### src/rtl/pms_defs.svh
`ifndef PMS_DEFS_SVH
`define PMS_DEFS_SVH
// ----------------------------------------
// Register offsets
// ----------------------------------------
`define PMS_ADDR_CTRL        4'h0
`define PMS_ADDR_COARSE_LO   4'h1
`define PMS_ADDR_COARSE_HI   4'h2
`define PMS_ADDR_T1_PHASE    4'h3
`define PMS_ADDR_FINE        4'h4
`define PMS_ADDR_STATUS      4'h5
// ----------------------------------------
// Field positions
// ----------------------------------------
`define PMS_CTRL_MS_LO       0
`define PMS_CTRL_SW_MODE     2
`define PMS_CTRL_REF_SEL     3
`define PMS_STAT_LOCK        0
`define PMS_STAT_HOLDOVER    4
`define PMS_STAT_STATE_LO    8
// ----------------------------------------
// Reset values
// ----------------------------------------
`define PMS_CTRL_RST         8'h00
`define PMS_COARSE_RST       8'h00
`define PMS_T1_RST           8'h00
`define PMS_FINE_RST         8'h00
// ----------------------------------------
// Timing
// ----------------------------------------
`define PMS_CLK_MHZ          200
`define PMS_INIT_US          625
`define PMS_INIT_CYC         (`PMS_INIT_US * `PMS_CLK_MHZ)
`define PMS_DETECT_MS        35
`define PMS_DETECT_CYC       (`PMS_DETECT_MS * 1000 * `PMS_CLK_MHZ)
`define PMS_COARSE_STEP_NS   61
`define PMS_T1_STEP_NS       81
`define PMS_FINE_STEP_PS     477
`define PMS_COARSE_MAX       2047
`endif

### src/rtl/pms_pkg.sv
package pms_pkg;
  typedef enum logic [4:0] {
    PMS_ST_RESET    = 5'h01,
    PMS_ST_FREE_RUN = 5'h02,
    PMS_ST_NORMAL   = 5'h04,
    PMS_ST_HOLDOVER = 5'h08,
    PMS_ST_AUTO_HO  = 5'h10
  } pms_state_t;

  typedef enum logic [1:0] {
    PMS_MS_NORMAL   = 2'h0,
    PMS_MS_HOLDOVER = 2'h1,
    PMS_MS_FREE_RUN = 2'h2,
    PMS_MS_RESERVED = 2'h3
  } pms_mode_t;

  typedef enum logic [1:0] {
    PMS_RATE_8K   = 2'h0,
    PMS_RATE_1M5  = 2'h1,
    PMS_RATE_2M   = 2'h2,
    PMS_RATE_19M  = 2'h3
  } pms_rate_t;
endpackage : pms_pkg

### src/rtl/pms_core.sv
// Our own choices: the register offsets and the address-and-strobe port.
`timescale 1ns/10ps
`include "pms_defs.svh"
module pms_core #(
  parameter int INIT_CYC   = `PMS_INIT_CYC,
  parameter int DETECT_CYC = `PMS_DETECT_CYC,
  parameter int FREQ_W     = 32
) (
  input  wire logic                 clk,
  input  wire logic                 rst_b,
  input  wire logic [3:0]           reg_addr,
  input  wire logic [7:0]           reg_wdata,
  input  wire logic                 reg_wr,
  input  wire logic                 reg_rd,
  output logic [7:0]                reg_rdata,
  input  wire logic                 mode_select_high,
  input  wire logic                 mode_select_low,
  input  wire logic                 ref_sel_pin,
  input  wire logic                 frame_pulse_8k_high,
  input  wire logic [1:0]           acq_ok,
  input  wire logic [1:0]           acq_holdover,
  input  wire logic [1:0]           acq_rate_valid,
  input  wire logic [3:0]           acq_rate,
  input  wire logic                 core_locked,
  input  wire logic [FREQ_W-1:0]    loop_freq,
  output logic [FREQ_W-1:0]         dco_freq,
  output logic                      dco_run,
  output logic                      clk_enable,
  output logic                      port_enable,
  output logic                      lock_out,
  output logic                      holdover_out,
  output logic [10:0]               coarse_offset,
  output logic [7:0]                t1_clock_phase_offset_bits,
  output logic [7:0]                fine_offset,
  output pms_pkg::pms_rate_t        ref_rate,
  output logic                      use_stored_freq
);
  import pms_pkg::*;

  initial begin
    if (INIT_CYC < 1) begin
      $error("pms_core: INIT_CYC must be at least 1");
    end
    if (DETECT_CYC < 1) begin
      $error("pms_core: DETECT_CYC must be at least 1");
    end
    if (FREQ_W < 1) begin
      $error("pms_core: FREQ_W must be at least 1");
    end
  end

  // ----------------------------------------
  // Input synchronisers
  // ----------------------------------------
  logic [7:0] sync1_r;
  logic [7:0] sync2_r;
  logic [7:0] sync_in;
  logic       fp_d_r;
  // Mode pins are asynchronous too, so they take the same two stages
  assign sync_in = {mode_select_high, mode_select_low, acq_ok, acq_holdover,
                    frame_pulse_8k_high, ref_sel_pin};

  always_ff @(posedge clk or negedge rst_b) begin
    if (!rst_b) begin
      sync1_r <= 8'h00;
      sync2_r <= 8'h00;
    end else begin
      sync1_r <= sync_in;
      sync2_r <= sync1_r;
    end
  end

  // Edge detector reads only the second stage, never the first
  always_ff @(posedge clk or negedge rst_b) begin
    if (!rst_b) begin
      fp_d_r <= 1'b0;
    end else begin
      fp_d_r <= sync2_r[1];
    end
  end

  wire       fp_rise  = sync2_r[1] & ~fp_d_r;
  wire [1:0] ms_pin_s = sync2_r[7:6];
  wire [1:0] ok_s     = sync2_r[5:4];
  wire [1:0] acq_ho_s = sync2_r[3:2];

  // ----------------------------------------
  // Registers
  // ----------------------------------------
  logic [7:0] ctrl_r;
  logic [7:0] coarse_lo_r;
  logic [7:0] coarse_hi_r;
  logic [7:0] t1_r;
  logic [7:0] fine_r;
  logic [1:0] ms_r;
  logic       ref_sel_r;
  pms_state_t state_r;
  pms_state_t state_nxt;

  wire sw_mode = ctrl_r[`PMS_CTRL_SW_MODE];
  wire wr_ok   = reg_wr & port_enable;
  wire wr_ctrl = wr_ok & (reg_addr == `PMS_ADDR_CTRL);
  wire wr_clo  = wr_ok & (reg_addr == `PMS_ADDR_COARSE_LO);
  wire wr_chi  = wr_ok & (reg_addr == `PMS_ADDR_COARSE_HI);
  wire wr_t1   = wr_ok & (reg_addr == `PMS_ADDR_T1_PHASE);
  wire wr_fine = wr_ok & (reg_addr == `PMS_ADDR_FINE);

  always_ff @(posedge clk or negedge rst_b) begin
    if (!rst_b) begin
      ctrl_r <= `PMS_CTRL_RST;
    end else if (wr_ctrl) begin
      ctrl_r <= reg_wdata;
    end
  end

  always_ff @(posedge clk or negedge rst_b) begin
    if (!rst_b) begin
      coarse_lo_r <= `PMS_COARSE_RST;
    end else if (wr_clo) begin
      coarse_lo_r <= reg_wdata;
    end
  end

  // Only three high bits exist, so the upper five read back as zero
  always_ff @(posedge clk or negedge rst_b) begin
    if (!rst_b) begin
      coarse_hi_r <= `PMS_COARSE_RST;
    end else if (wr_chi) begin
      coarse_hi_r <= {5'h00, reg_wdata[2:0]};
    end
  end

  always_ff @(posedge clk or negedge rst_b) begin
    if (!rst_b) begin
      t1_r <= `PMS_T1_RST;
    end else if (wr_t1) begin
      t1_r <= reg_wdata;
    end
  end

  always_ff @(posedge clk or negedge rst_b) begin
    if (!rst_b) begin
      fine_r <= `PMS_FINE_RST;
    end else if (wr_fine) begin
      fine_r <= reg_wdata;
    end
  end

  // Mode select and reference select captured only on the frame pulse edge
  wire [1:0] ms_src  = sw_mode ? ctrl_r[`PMS_CTRL_MS_LO +: 2] :
                                 ms_pin_s;
  wire       sel_src = sw_mode ? ctrl_r[`PMS_CTRL_REF_SEL] : sync2_r[0];

  always_ff @(posedge clk or negedge rst_b) begin
    if (!rst_b) begin
      ms_r      <= 2'h2;
      ref_sel_r <= 1'b0;
    end else if (fp_rise) begin
      ms_r      <= ms_src;
      ref_sel_r <= sel_src;
    end
  end

  // ----------------------------------------
  // Reference monitoring
  // ----------------------------------------
  // Both loops stay watched so a swap to the other input is quick
  wire       act_ok    = ok_s[ref_sel_r];
  wire       act_acqho = acq_ho_s[ref_sel_r];
  wire       any_ok    = |ok_s;
  function automatic logic [1:0] pick_pair(input logic sel, input logic [3:0] pair);
    return sel ? pair[3:2] : pair[1:0];
  endfunction : pick_pair

  wire [1:0] act_rate  = pick_pair(ref_sel_r, acq_rate);
  wire       act_rvld  = ref_sel_r ? acq_rate_valid[1] : acq_rate_valid[0];
  logic [1:0] rate_r;
  logic [1:0] rate_nxt;
  logic       rate_known_r;
  logic [31:0] detect_cnt_r;
  logic        sel_d_r;

  // Rate change or reselection looks like a failure until re-detected
  wire rate_changed = act_rvld & rate_known_r & (act_rate != rate_r);
  wire ref_fail     = ~act_ok | rate_changed | (sel_d_r != ref_sel_r);
  wire detect_tout  = (detect_cnt_r >= 32'(DETECT_CYC - 1));
  wire ref_good     = act_ok & (act_rvld | detect_tout) & ~rate_changed;
  assign rate_nxt   = act_rvld ? act_rate : rate_r;

  always_ff @(posedge clk or negedge rst_b) begin
    if (!rst_b) begin
      rate_r       <= 2'h0;
      rate_known_r <= 1'b0;
      detect_cnt_r <= 32'h0;
      sel_d_r      <= 1'b0;
    end else begin
      sel_d_r      <= ref_sel_r;
      rate_r       <= rate_nxt;
      rate_known_r <= act_rvld & act_ok;
      if (!act_ok || act_rvld) begin
        detect_cnt_r <= 32'h0;
      end else if (!detect_tout) begin
        detect_cnt_r <= detect_cnt_r + 32'h1;
      end
    end
  end

  // ----------------------------------------
  // Initialisation timer
  // ----------------------------------------
  logic [31:0] init_cnt_r;
  wire         init_done = (init_cnt_r >= 32'(INIT_CYC - 1));

  always_ff @(posedge clk or negedge rst_b) begin
    if (!rst_b) begin
      init_cnt_r <= 32'h0;
    end else if (state_r == PMS_ST_RESET && !init_done) begin
      init_cnt_r <= init_cnt_r + 32'h1;
    end
  end

  // ----------------------------------------
  // Control state machine
  // ----------------------------------------
  wire ref_is_8k = (rate_r == PMS_RATE_8K);

  always_comb begin
    state_nxt = state_r;
    unique case (state_r)
      PMS_ST_RESET: begin
        if (init_done) state_nxt = PMS_ST_FREE_RUN;
      end
      PMS_ST_FREE_RUN: begin
        if (ms_r == PMS_MS_NORMAL && any_ok && ref_good) begin
          state_nxt = PMS_ST_NORMAL;
        end
      end
      PMS_ST_NORMAL: begin
        if (ms_r == PMS_MS_FREE_RUN) state_nxt = PMS_ST_FREE_RUN;
        else if (ms_r == PMS_MS_HOLDOVER) state_nxt = PMS_ST_HOLDOVER;
        else if (ref_fail || act_acqho) state_nxt = PMS_ST_AUTO_HO;
      end
      PMS_ST_HOLDOVER: begin
        if (ms_r == PMS_MS_FREE_RUN) state_nxt = PMS_ST_FREE_RUN;
        else if (ms_r == PMS_MS_NORMAL && ref_good && !act_acqho) begin
          state_nxt = PMS_ST_NORMAL;
        end
      end
      PMS_ST_AUTO_HO: begin
        if (ms_r == PMS_MS_FREE_RUN) state_nxt = PMS_ST_FREE_RUN;
        else if (ms_r == PMS_MS_HOLDOVER) state_nxt = PMS_ST_HOLDOVER;
        else if (ref_good && !act_acqho) begin
          // An 8 kHz reference is walked through holdover before relock
          state_nxt = ref_is_8k ? PMS_ST_HOLDOVER : PMS_ST_NORMAL;
        end
      end
      default: state_nxt = PMS_ST_RESET;
    endcase
    // Reserved code holds free-run and holdover; the normal and auto holdover states treat it as normal mode
  end

  always_ff @(posedge clk or negedge rst_b) begin
    if (!rst_b) begin
      state_r <= PMS_ST_RESET;
    end else begin
      state_r <= state_nxt;
    end
  end

  // ----------------------------------------
  // Frequency word hold
  // ----------------------------------------
  // Only a locked normal-mode word is kept, so holdover never tracks a bad input
  logic [FREQ_W-1:0] stored_r;
  function automatic logic holds_freq(input pms_state_t s);
    return (s == PMS_ST_HOLDOVER) || (s == PMS_ST_AUTO_HO);
  endfunction : holds_freq

  wire in_ho   = holds_freq(state_r);
  wire running = (state_r != PMS_ST_RESET);

  always_ff @(posedge clk or negedge rst_b) begin
    if (!rst_b) begin
      stored_r <= '0;
      dco_freq <= '0;
    end else begin
      if (state_r == PMS_ST_NORMAL && core_locked) begin
        stored_r <= loop_freq;
      end
      if (!running) begin
        dco_freq <= '0;
      end else if (in_ho) begin
        dco_freq <= stored_r;
      end else if (state_r == PMS_ST_NORMAL) begin
        dco_freq <= loop_freq;
      end else begin
        dco_freq <= '0;
      end
    end
  end

  // ----------------------------------------
  // Outputs and status
  // ----------------------------------------
  always_ff @(posedge clk or negedge rst_b) begin
    if (!rst_b) begin
      lock_out     <= 1'b0;
      holdover_out <= 1'b0;
    end else begin
      lock_out     <= (state_r == PMS_ST_NORMAL) & core_locked;
      holdover_out <= in_ho;
    end
  end

  // Coarse offset clamps to one frame; T1 and fine offsets pass through unclamped
  wire [10:0] coarse_raw  = {coarse_hi_r[2:0], coarse_lo_r};
  wire        coarse_over = (coarse_raw > 11'(`PMS_COARSE_MAX));
  wire [10:0] coarse_lim  = coarse_over ? 11'(`PMS_COARSE_MAX) : coarse_raw;

  always_ff @(posedge clk or negedge rst_b) begin
    if (!rst_b) begin
      coarse_offset              <= 11'h000;
      t1_clock_phase_offset_bits <= 8'h00;
      fine_offset                <= 8'h00;
    end else begin
      coarse_offset              <= coarse_lim;
      t1_clock_phase_offset_bits <= t1_r;
      fine_offset                <= fine_r;
    end
  end

  assign dco_run         = running;
  assign clk_enable      = running;
  assign port_enable     = running;
  assign ref_rate        = pms_rate_t'(rate_r);
  assign use_stored_freq = in_ho;

  wire [7:0] status_word = {3'h0, holdover_out, 3'h0, lock_out};
  wire [7:0] rd_mux =
    (reg_addr == `PMS_ADDR_CTRL)      ? ctrl_r      :
    (reg_addr == `PMS_ADDR_COARSE_LO) ? coarse_lo_r :
    (reg_addr == `PMS_ADDR_COARSE_HI) ? coarse_hi_r :
    (reg_addr == `PMS_ADDR_T1_PHASE)  ? t1_r        :
    (reg_addr == `PMS_ADDR_FINE)      ? fine_r      :
    (reg_addr == `PMS_ADDR_STATUS)    ? status_word : 8'h00;

  always_ff @(posedge clk or negedge rst_b) begin
    if (!rst_b) begin
      reg_rdata <= 8'h00;
    end else begin
      reg_rdata <= (reg_rd && port_enable) ? rd_mux : 8'h00;
    end
  end
endmodule : pms_core

### config.mk
export PLATFORM = sky130hd
export DESIGN_NAME = pms_core
export DESIGN_NICKNAME = d
export VERILOG_FILES = /design/src/rtl/pms_pkg.sv /design/src/rtl/pms_core.sv
export VERILOG_INCLUDE_DIRS = /design/src /design/src/rtl
export SDC_FILE = /design/constraint.sdc
export NUM_CORES = 1
export LEC_CHECK = 0
export ABC_AREA = 1
export BUFFER_PORTS_ARGS = -buffer_cell sky130_fd_sc_hd__buf_2
export CAP_MARGIN = 10
export CORE_MARGIN = 2
export CORE_UTILIZATION = 30
export DETAILED_ROUTE_END_ITERATION = 6
export GPL_TIMING_DRIVEN = 0
export PLACE_DENSITY_LB_ADDON = 0.15
export SLEW_MARGIN = 20
export SYNTH_ARGS = -nofsm -noshare
export SYNTH_HDL_FRONTEND = slang
export SYNTH_SLANG_ARGS = --single-unit
### constraint.sdc
create_clock -name clk -period 3.3 [get_ports clk]
set_clock_uncertainty 0.15 [all_clocks]
set_input_delay 0.495 -clock clk [delete_from_list [all_inputs] [get_ports clk]]
set_output_delay 0.495 -clock clk [all_outputs]
set_load 0.01 [all_outputs]
==> flow_summary.ini, run 1 <==
[critical_path]
r2r-end = stored_r[16]
arrival_ns = 2.20
rr_startpoint = state_r[0]
crit_chain = nor2_1, nand3_1, nand2_1, buf_2, buf_2
start_kind = flip-flop
reg2reg_depth = 7
cp.buffers_inverters = 2
worst_setup_path_end_kind = primary output
slowest_delay_ns = 0.37
criticalPathCategory = reg2out
crit_family = simple AND/OR/NAND/NOR gates
required_ns = 2.65
cpMostUsedCell = buf_2
cp_slowest_cell = dfrtp_1
worstPathMaxFanout = 11
r2r_slack_ns = 1.11

[floorplanning]
io_pins = 138
core_area_um2 = 30700
die_y_um = 181
core.rowCount = 64
dieArea_um2 = 32700
start_util_pct = 30.6
die_w_um = 181

[yosys]
ys_warn_count = 0
synth_area_um2 = 9380
synth.largest_area_cell = dfrtp_1
syn-mean-instance-area_um2 = 9.44
synth_nets = 1063
synthCells = 994
ys_ff_latch = 229
ys_seq_area_share_pct = 61.1
ys_types = 46
netlist.area_leader.share_pct = 60.5
synthTopCellsByArea = dfrtp_1 (61%), nand2_1 (9.3%), o21ai_0 (6.8%)

[placed_design]
place.gp.congestion = 0.819
place_area_um2 = 10600
hpwl_mm = 15.9
io_buffers = 137

[clock_network]
cts_max_path_buffers = 3
cts_sinks = 229
path_clk_slew_ns = 0.06
cts_tree = done
clockRootBuffer = clkbuf_16
worstSkewPairLatency_ns = 0.54
htreeDepth = 1
cts_buffers = 27
post_cts_resized = 0

[final_layout]
final_nets = 1240
final_common_cell = nand2_1
design_area_um2 = 11600
syn2layout_area_growth_pct = 24.0
final_core_util_pct = 37.9
final_layout_size_suffix_gt1_share_pct = 20.1
layout_common_cells = nand2_1 (232), dfrtp_1 (227), buf_2 (147), o21ai_0 (128), inv_1 (106)

[routing]
post_drt_wl_per_cell_um = 14.2
vias_per_cell = 4.40
via_count = 7008
ant_nets = 0
first_pass_iters = 5
drt-initial-drc-count = 371
drt-total-wl_mm = 22.6
drc_errors = 0

[pwr]
p_leak_nw = 5.88
peakVddDrop_v = 0.000283
p_per_area_nw_per_um2 = 532

[global_routing]
track_usage_pct = 14.0
grt_overflow = 0
grt_pass1_wl_mm = 37.7
grt_pass1_vias = 7098
grt_max_degree = 88
antenna_found_initial = 2

[timing]
hold_ws_ns = 0.0796
setup_viol = 0
drv_slew = 0
finalCritPeriodShare_pct = 86.1
finalCriticalPeriod_ns = 2.84
setup_tns_ns = 0
rsz0062_at_grt = false
max_slew.worst_pin.slew_ns = 0.578
clock.fmax_mhz = 352
max-slew-margin-rel_pct = 61.5
hold_violations = 0

[outcome]
status = finished clean

[hold_path]
min_path_type = in2reg
worstHoldStart = loop_freq[22]
min_to = stored_r[22]
holdPathStages = 3

[job]
maxCapViolCount = 0
## worst max-delay path by stage
stage / start / to / slack [ns] / cells after the start
after detailed placement: state_r[1] / use_stored_freq / 1.0 / 5
after global routing: state_r[0] / use_stored_freq / 0.25 / 5
final: state_r[1] / use_stored_freq / 0.46 / 5
after floorplan: detect_cnt_r[0] / detect_cnt_r[9] / 1.42 / 14
after global placement: rst_b / t1_clock_phase_offset_bits[5] / -2.73 / 1
after CTS: state_r[1] / use_stored_freq / 0.39 / 5
## worst min-delay path, delay by kind of cell
| kind | cells | cell delay, ns |
|---|---|---|
| buffers and inverters | 2 | 0.14 |
| AO/OA/AOI/OAI | 1 | 0.07 |
## sequential cells by signal, summed over array words and instances (netlist names), 3 cells and up
register                    cells
dco_freq                       32
detect_cnt_r                   32
init_cnt_r                     32
stored_r                       32
coarse_offset                  11
coarse_lo_r                     8
ctrl_r                          8
fine_offset                     8
fine_r                          8
reg_rdata                       8
sync1_r                         8
sync2_r                         8
t1_clock_phase_offset_bits      8
t1_r                            8
state_r                         5
coarse_hi_r                     3
## kinds of logic (layout without fill, tap and decap cells)
group	after synthesis	after routing	synth area share [%]
other	0	4	0
adder cells (fa/ha/maj)	6	6	0.800
flip-flops	229	229	61.1
AO/OA/AOI/OAI	175	175	9.88
XOR/XNOR	17	17	1.59
buffers and inverters	167	365	7.24
AND/OR/NAND/NOR	400	400	19.4
## routing by layer
metal	vias up	track usage (%)	routed length [µm]	part of all wire [%]
met5	-	0	0	0
met2	126	22.2	10200	45
met1	3316	19.6	10800	48
met4	0	3.65	419	1.9
li1	3530	-	-	-
met3	36	2.78	1140	5.0
## cell usage after synthesis, drive strengths merged
master  number
inv        116
o22ai        3
a211oi       1
a31oi        7
nand3b       1
dfrtp      227
o21a         3
and3         1
buf         17
ha           6
nand4       18
dfstp        2
and2         3
nand3       37
nor2        72
nor3        20
a21oi       20
xor2        11
nor4         6
or2          2
o21ai      132
o31ai        5
a22oi        1
a21o         1
xnor2        6
a221oi       2
clkbuf      34
nand2      240
## per-stage QoR
step / instances / power (mW) / setup slack [ns]
after floorplan: 994 / 3.06 / 1.42
after global placement: 1527 / 3.22 / -2.73
after detailed placement: 1529 / 3.23 / 0.997
after CTS: 1588 / 6.31 / 0.392
after global routing: 1590 / 6.47 / 0.247
final: 1592 / 6.19 / 0.459
## where the power goes
group | total (mW) | internal, mW | switching (mW) | leakage [nW]
logic | 0.316 | 0.105 | 0.211 | 2.30
clock network | 3.01 | 1.84 | 1.17 | 0.447
registers | 2.87 | 2.85 | 0.0196 | 3.13
total | 6.19 | 4.79 | 1.40 | 5.88
## timing repair
| action | CTS | global route |
|---|---|---|
| hold buffers | 9 | 0 |
| hold endpoints to repair | 77 | 0 |
| setup buffers | 0 | 0 |
## cell type report
class | count | area [µm²]
inverters | 116 | 440
clock inverters | 8 | 96.3
clock buffers | 42 | 812
multi-input cells | 598 | 2970
diodes | 4 | 10.0
flip-flops and latches | 229 | 5730
well taps | 396 | 495
repair buffers | 148 | 841
fillers | 3141 | 19000
plain buffers | 51 | 239
Note: power is estimated with default switching activity, not from simulation.
==> run 2: changes to the inputs <==
Settings changed: ABC_AREA 1 to not set, BUFFER_PORTS_ARGS -buffer_cell sky130_fd_sc_hd__buf_2 to not set, CORE_MARGIN 2 to not set, DONT_BUFFER_PORTS set to 1.
==> flow_summary.ini, run 2 <==
[outcome]
status = finished with violations
violations = hold timing

[routing]
first_pass_iters = 6
drt-total-wl_mm = 20.0
drc_errors = 0
drt-initial-drc-count = 170
post_drt_wl_per_cell_um = 16.7
ant_nets = 0
via_count = 5711
vias_per_cell = 4.78

[floorplanning]
dieArea_um2 = 30800
die_y_um = 176
die_w_um = 176
io_pins = 138
core_area_um2 = 29600
core.rowCount = 63
start_util_pct = 30.5

[timing]
clock.fmax_mhz = 336
setup_tns_ns = 0
drv_slew = 0
max-slew-margin-rel_pct = 38.2
rsz0062_at_grt = false
setup_viol = 0
hold_ws_ns = -0.465
max_slew.worst_pin.slew_ns = 0.920
finalCritPeriodShare_pct = 90.2
hold_violations = 229
finalCriticalPeriod_ns = 2.98

[clock_network]
cts_sinks = 229
cts_setup_buffers = 0
path_clk_slew_ns = 0.06
cts_tree = done
worstSkewPairLatency_ns = 0.52
htreeDepth = 1
cts_buffers = 26
clockRootBuffer = clkbuf_16
cts_max_path_buffers = 3
postCtsHoldBufs = 53

[final_layout]
layout_common_cells = dfrtp_1 (227), mux2_2 (69), dlygate4sd3_1 (53), nor2_1 (48), nand2_1 (45)
design_area_um2 = 10900
syn2layout_area_growth_pct = 21.1
final_core_util_pct = 36.9
final_common_cell = dfrtp_1
final_nets = 857
nFillCells = 2911
antenna_cells = 0
final_layout_size_suffix_gt1_share_pct = 16.5

[yosys]
syn-mean-instance-area_um2 = 12.8
synth_most_common_cell = dfrtp_1
synth_area_um2 = 9030
ys_top_cells_by_count = dfrtp_1 (227), mux2_2 (69), nor2_1 (48)
synth_nets = 776
synth_ff_type = dfrtp_1
synth_edf_count = 0
ys_warn_count = 0
synthTopCellsByArea = dfrtp_1 (63%), mux2_2 (8.6%), a22o_1 (3.2%)
netlist.area_leader.share_pct = 62.9
synthCells = 707
synthArstFlopShare_pct = 100
ys_ff_latch = 229
synth.largest_area_cell = dfrtp_1
ys_seq_area_share_pct = 63.5
ys_types = 59

[critical_path]
start_kind = flip-flop
required_ns = 2.65
arrival_ns = 2.33
worstPathMaxFanout = 11
worst_setup_path_end_kind = primary output
reg2reg_depth = 8
cp_slowest_cell = a21oi_1
criticalPathCategory = reg2out
crit_chain = or3_1, a21oi_1, clkbuf_2
slowest_delay_ns = 0.52

[global_routing]
grt_overflow = 0
track_usage_pct = 13.4
antenna_found_initial = 0
grt_pass1_wl_mm = 33.1
grt_pass1_vias = 6247
grt_max_degree = 230

[pwr]
p_leak_nw = 5.13
p_per_area_nw_per_um2 = 547
peakVddDrop_v = 0.000368
power_mw = 5.99

[placed_design]
hpwl_mm = 13.7
io_buffers = 0
place.gp.congestion = 0.784
place_area_um2 = 9520

[job]
maxCapViolCount = 0

[hold_path]
min_path_type = in2async
-- run 2: cells by family (layout without fill, tap and decap cells) --
family	after synthesis	in the layout	share of synthesized area, %
buffers and inverters	61	160	2.71
muxes	77	77	9.49
adders and majority gates	6	6	0.831
DFF	229	229	63.5
AOI/OAI and AO/OA	98	98	8.23
and+or+nand+nor	196	196	11.4
xor gates and xnor gates	40	40	3.88
-- run 2: worst max-delay path, delay by kind of cell, from the launching register on --
family | cells | cell delay (ns)
AOI/OAI and AO/OA | 1 | 0.52
buffers and inverters | 1 | 0.39
DFF | 1 | 0.44
and+or+nand+nor | 1 | 0.46
-- run 2: path summary, 6_finish.rpt --
kind                                    from  slack [ns]         endpoint
setup / recovery                  state_r[1]        0.32  use_stored_freq
hold / removal                         rst_b       -0.46   fine_offset[7]
setup reg to reg                  state_r[3]        0.68   init_cnt_r[14]
hold reg to reg                   sync1_r[5]        0.20       sync2_r[5]
max in group asynchronous              rst_b        3.06       state_r[0]
min in group clk           acq_rate_valid[0]        0.02     rate_known_r
-- run 2: per-stage QoR --
step	cells	setup slack (ns)	hold slack, ns
floorplan	707	0.873	0.0494
CTS	1196	0.102	-0.498
global placement	1097	0.289	0.0634
global route	1196	0.158	-0.493
finish	1196	0.322	-0.465
detailed placement	1097	0.275	0.0636
-- run 2: report_power, final --
group | total [mW] | switching [mW] | internal (mW)
sequential | 2.87 | 0.0277 | 2.84
clock | 2.93 | 1.14 | 1.79
combinational | 0.189 | 0.0985 | 0.0908
-- run 2: final cells by class --
type	instances	area (µm²)	area share (%)
Timing Repair Buffer	53	531	4.85
Sequential cell	229	5730	52.4
Tap cell	390	488	4.46
Multi-Input combinational cell	417	3060	27.9
Buffer	51	209	1.91
Clock buffer	32	724	6.62
Clock inverter	14	164	1.50
Inverter	10	37.5	0.343
-- run 2: layer usage --
layer | up-vias | global-route usage, % | wire length (µm)
met2 | 154 | 22.0 | 9730
met4 | 0 | 3.99 | 344
met5 | - | 0 | 0
met3 | 29 | 4.24 | 1450
met1 | 2888 | 16.7 | 8440
li1 | 2640 | - | -
-- run 2: repair_timing --
| item | 4_1_cts | 5_1_grt |
|---|---|---|
| resized for setup | 0 | 2 |
| hold endpoints to repair | 339 | 229 |
| setup endpoints to repair | 0 | 1 |
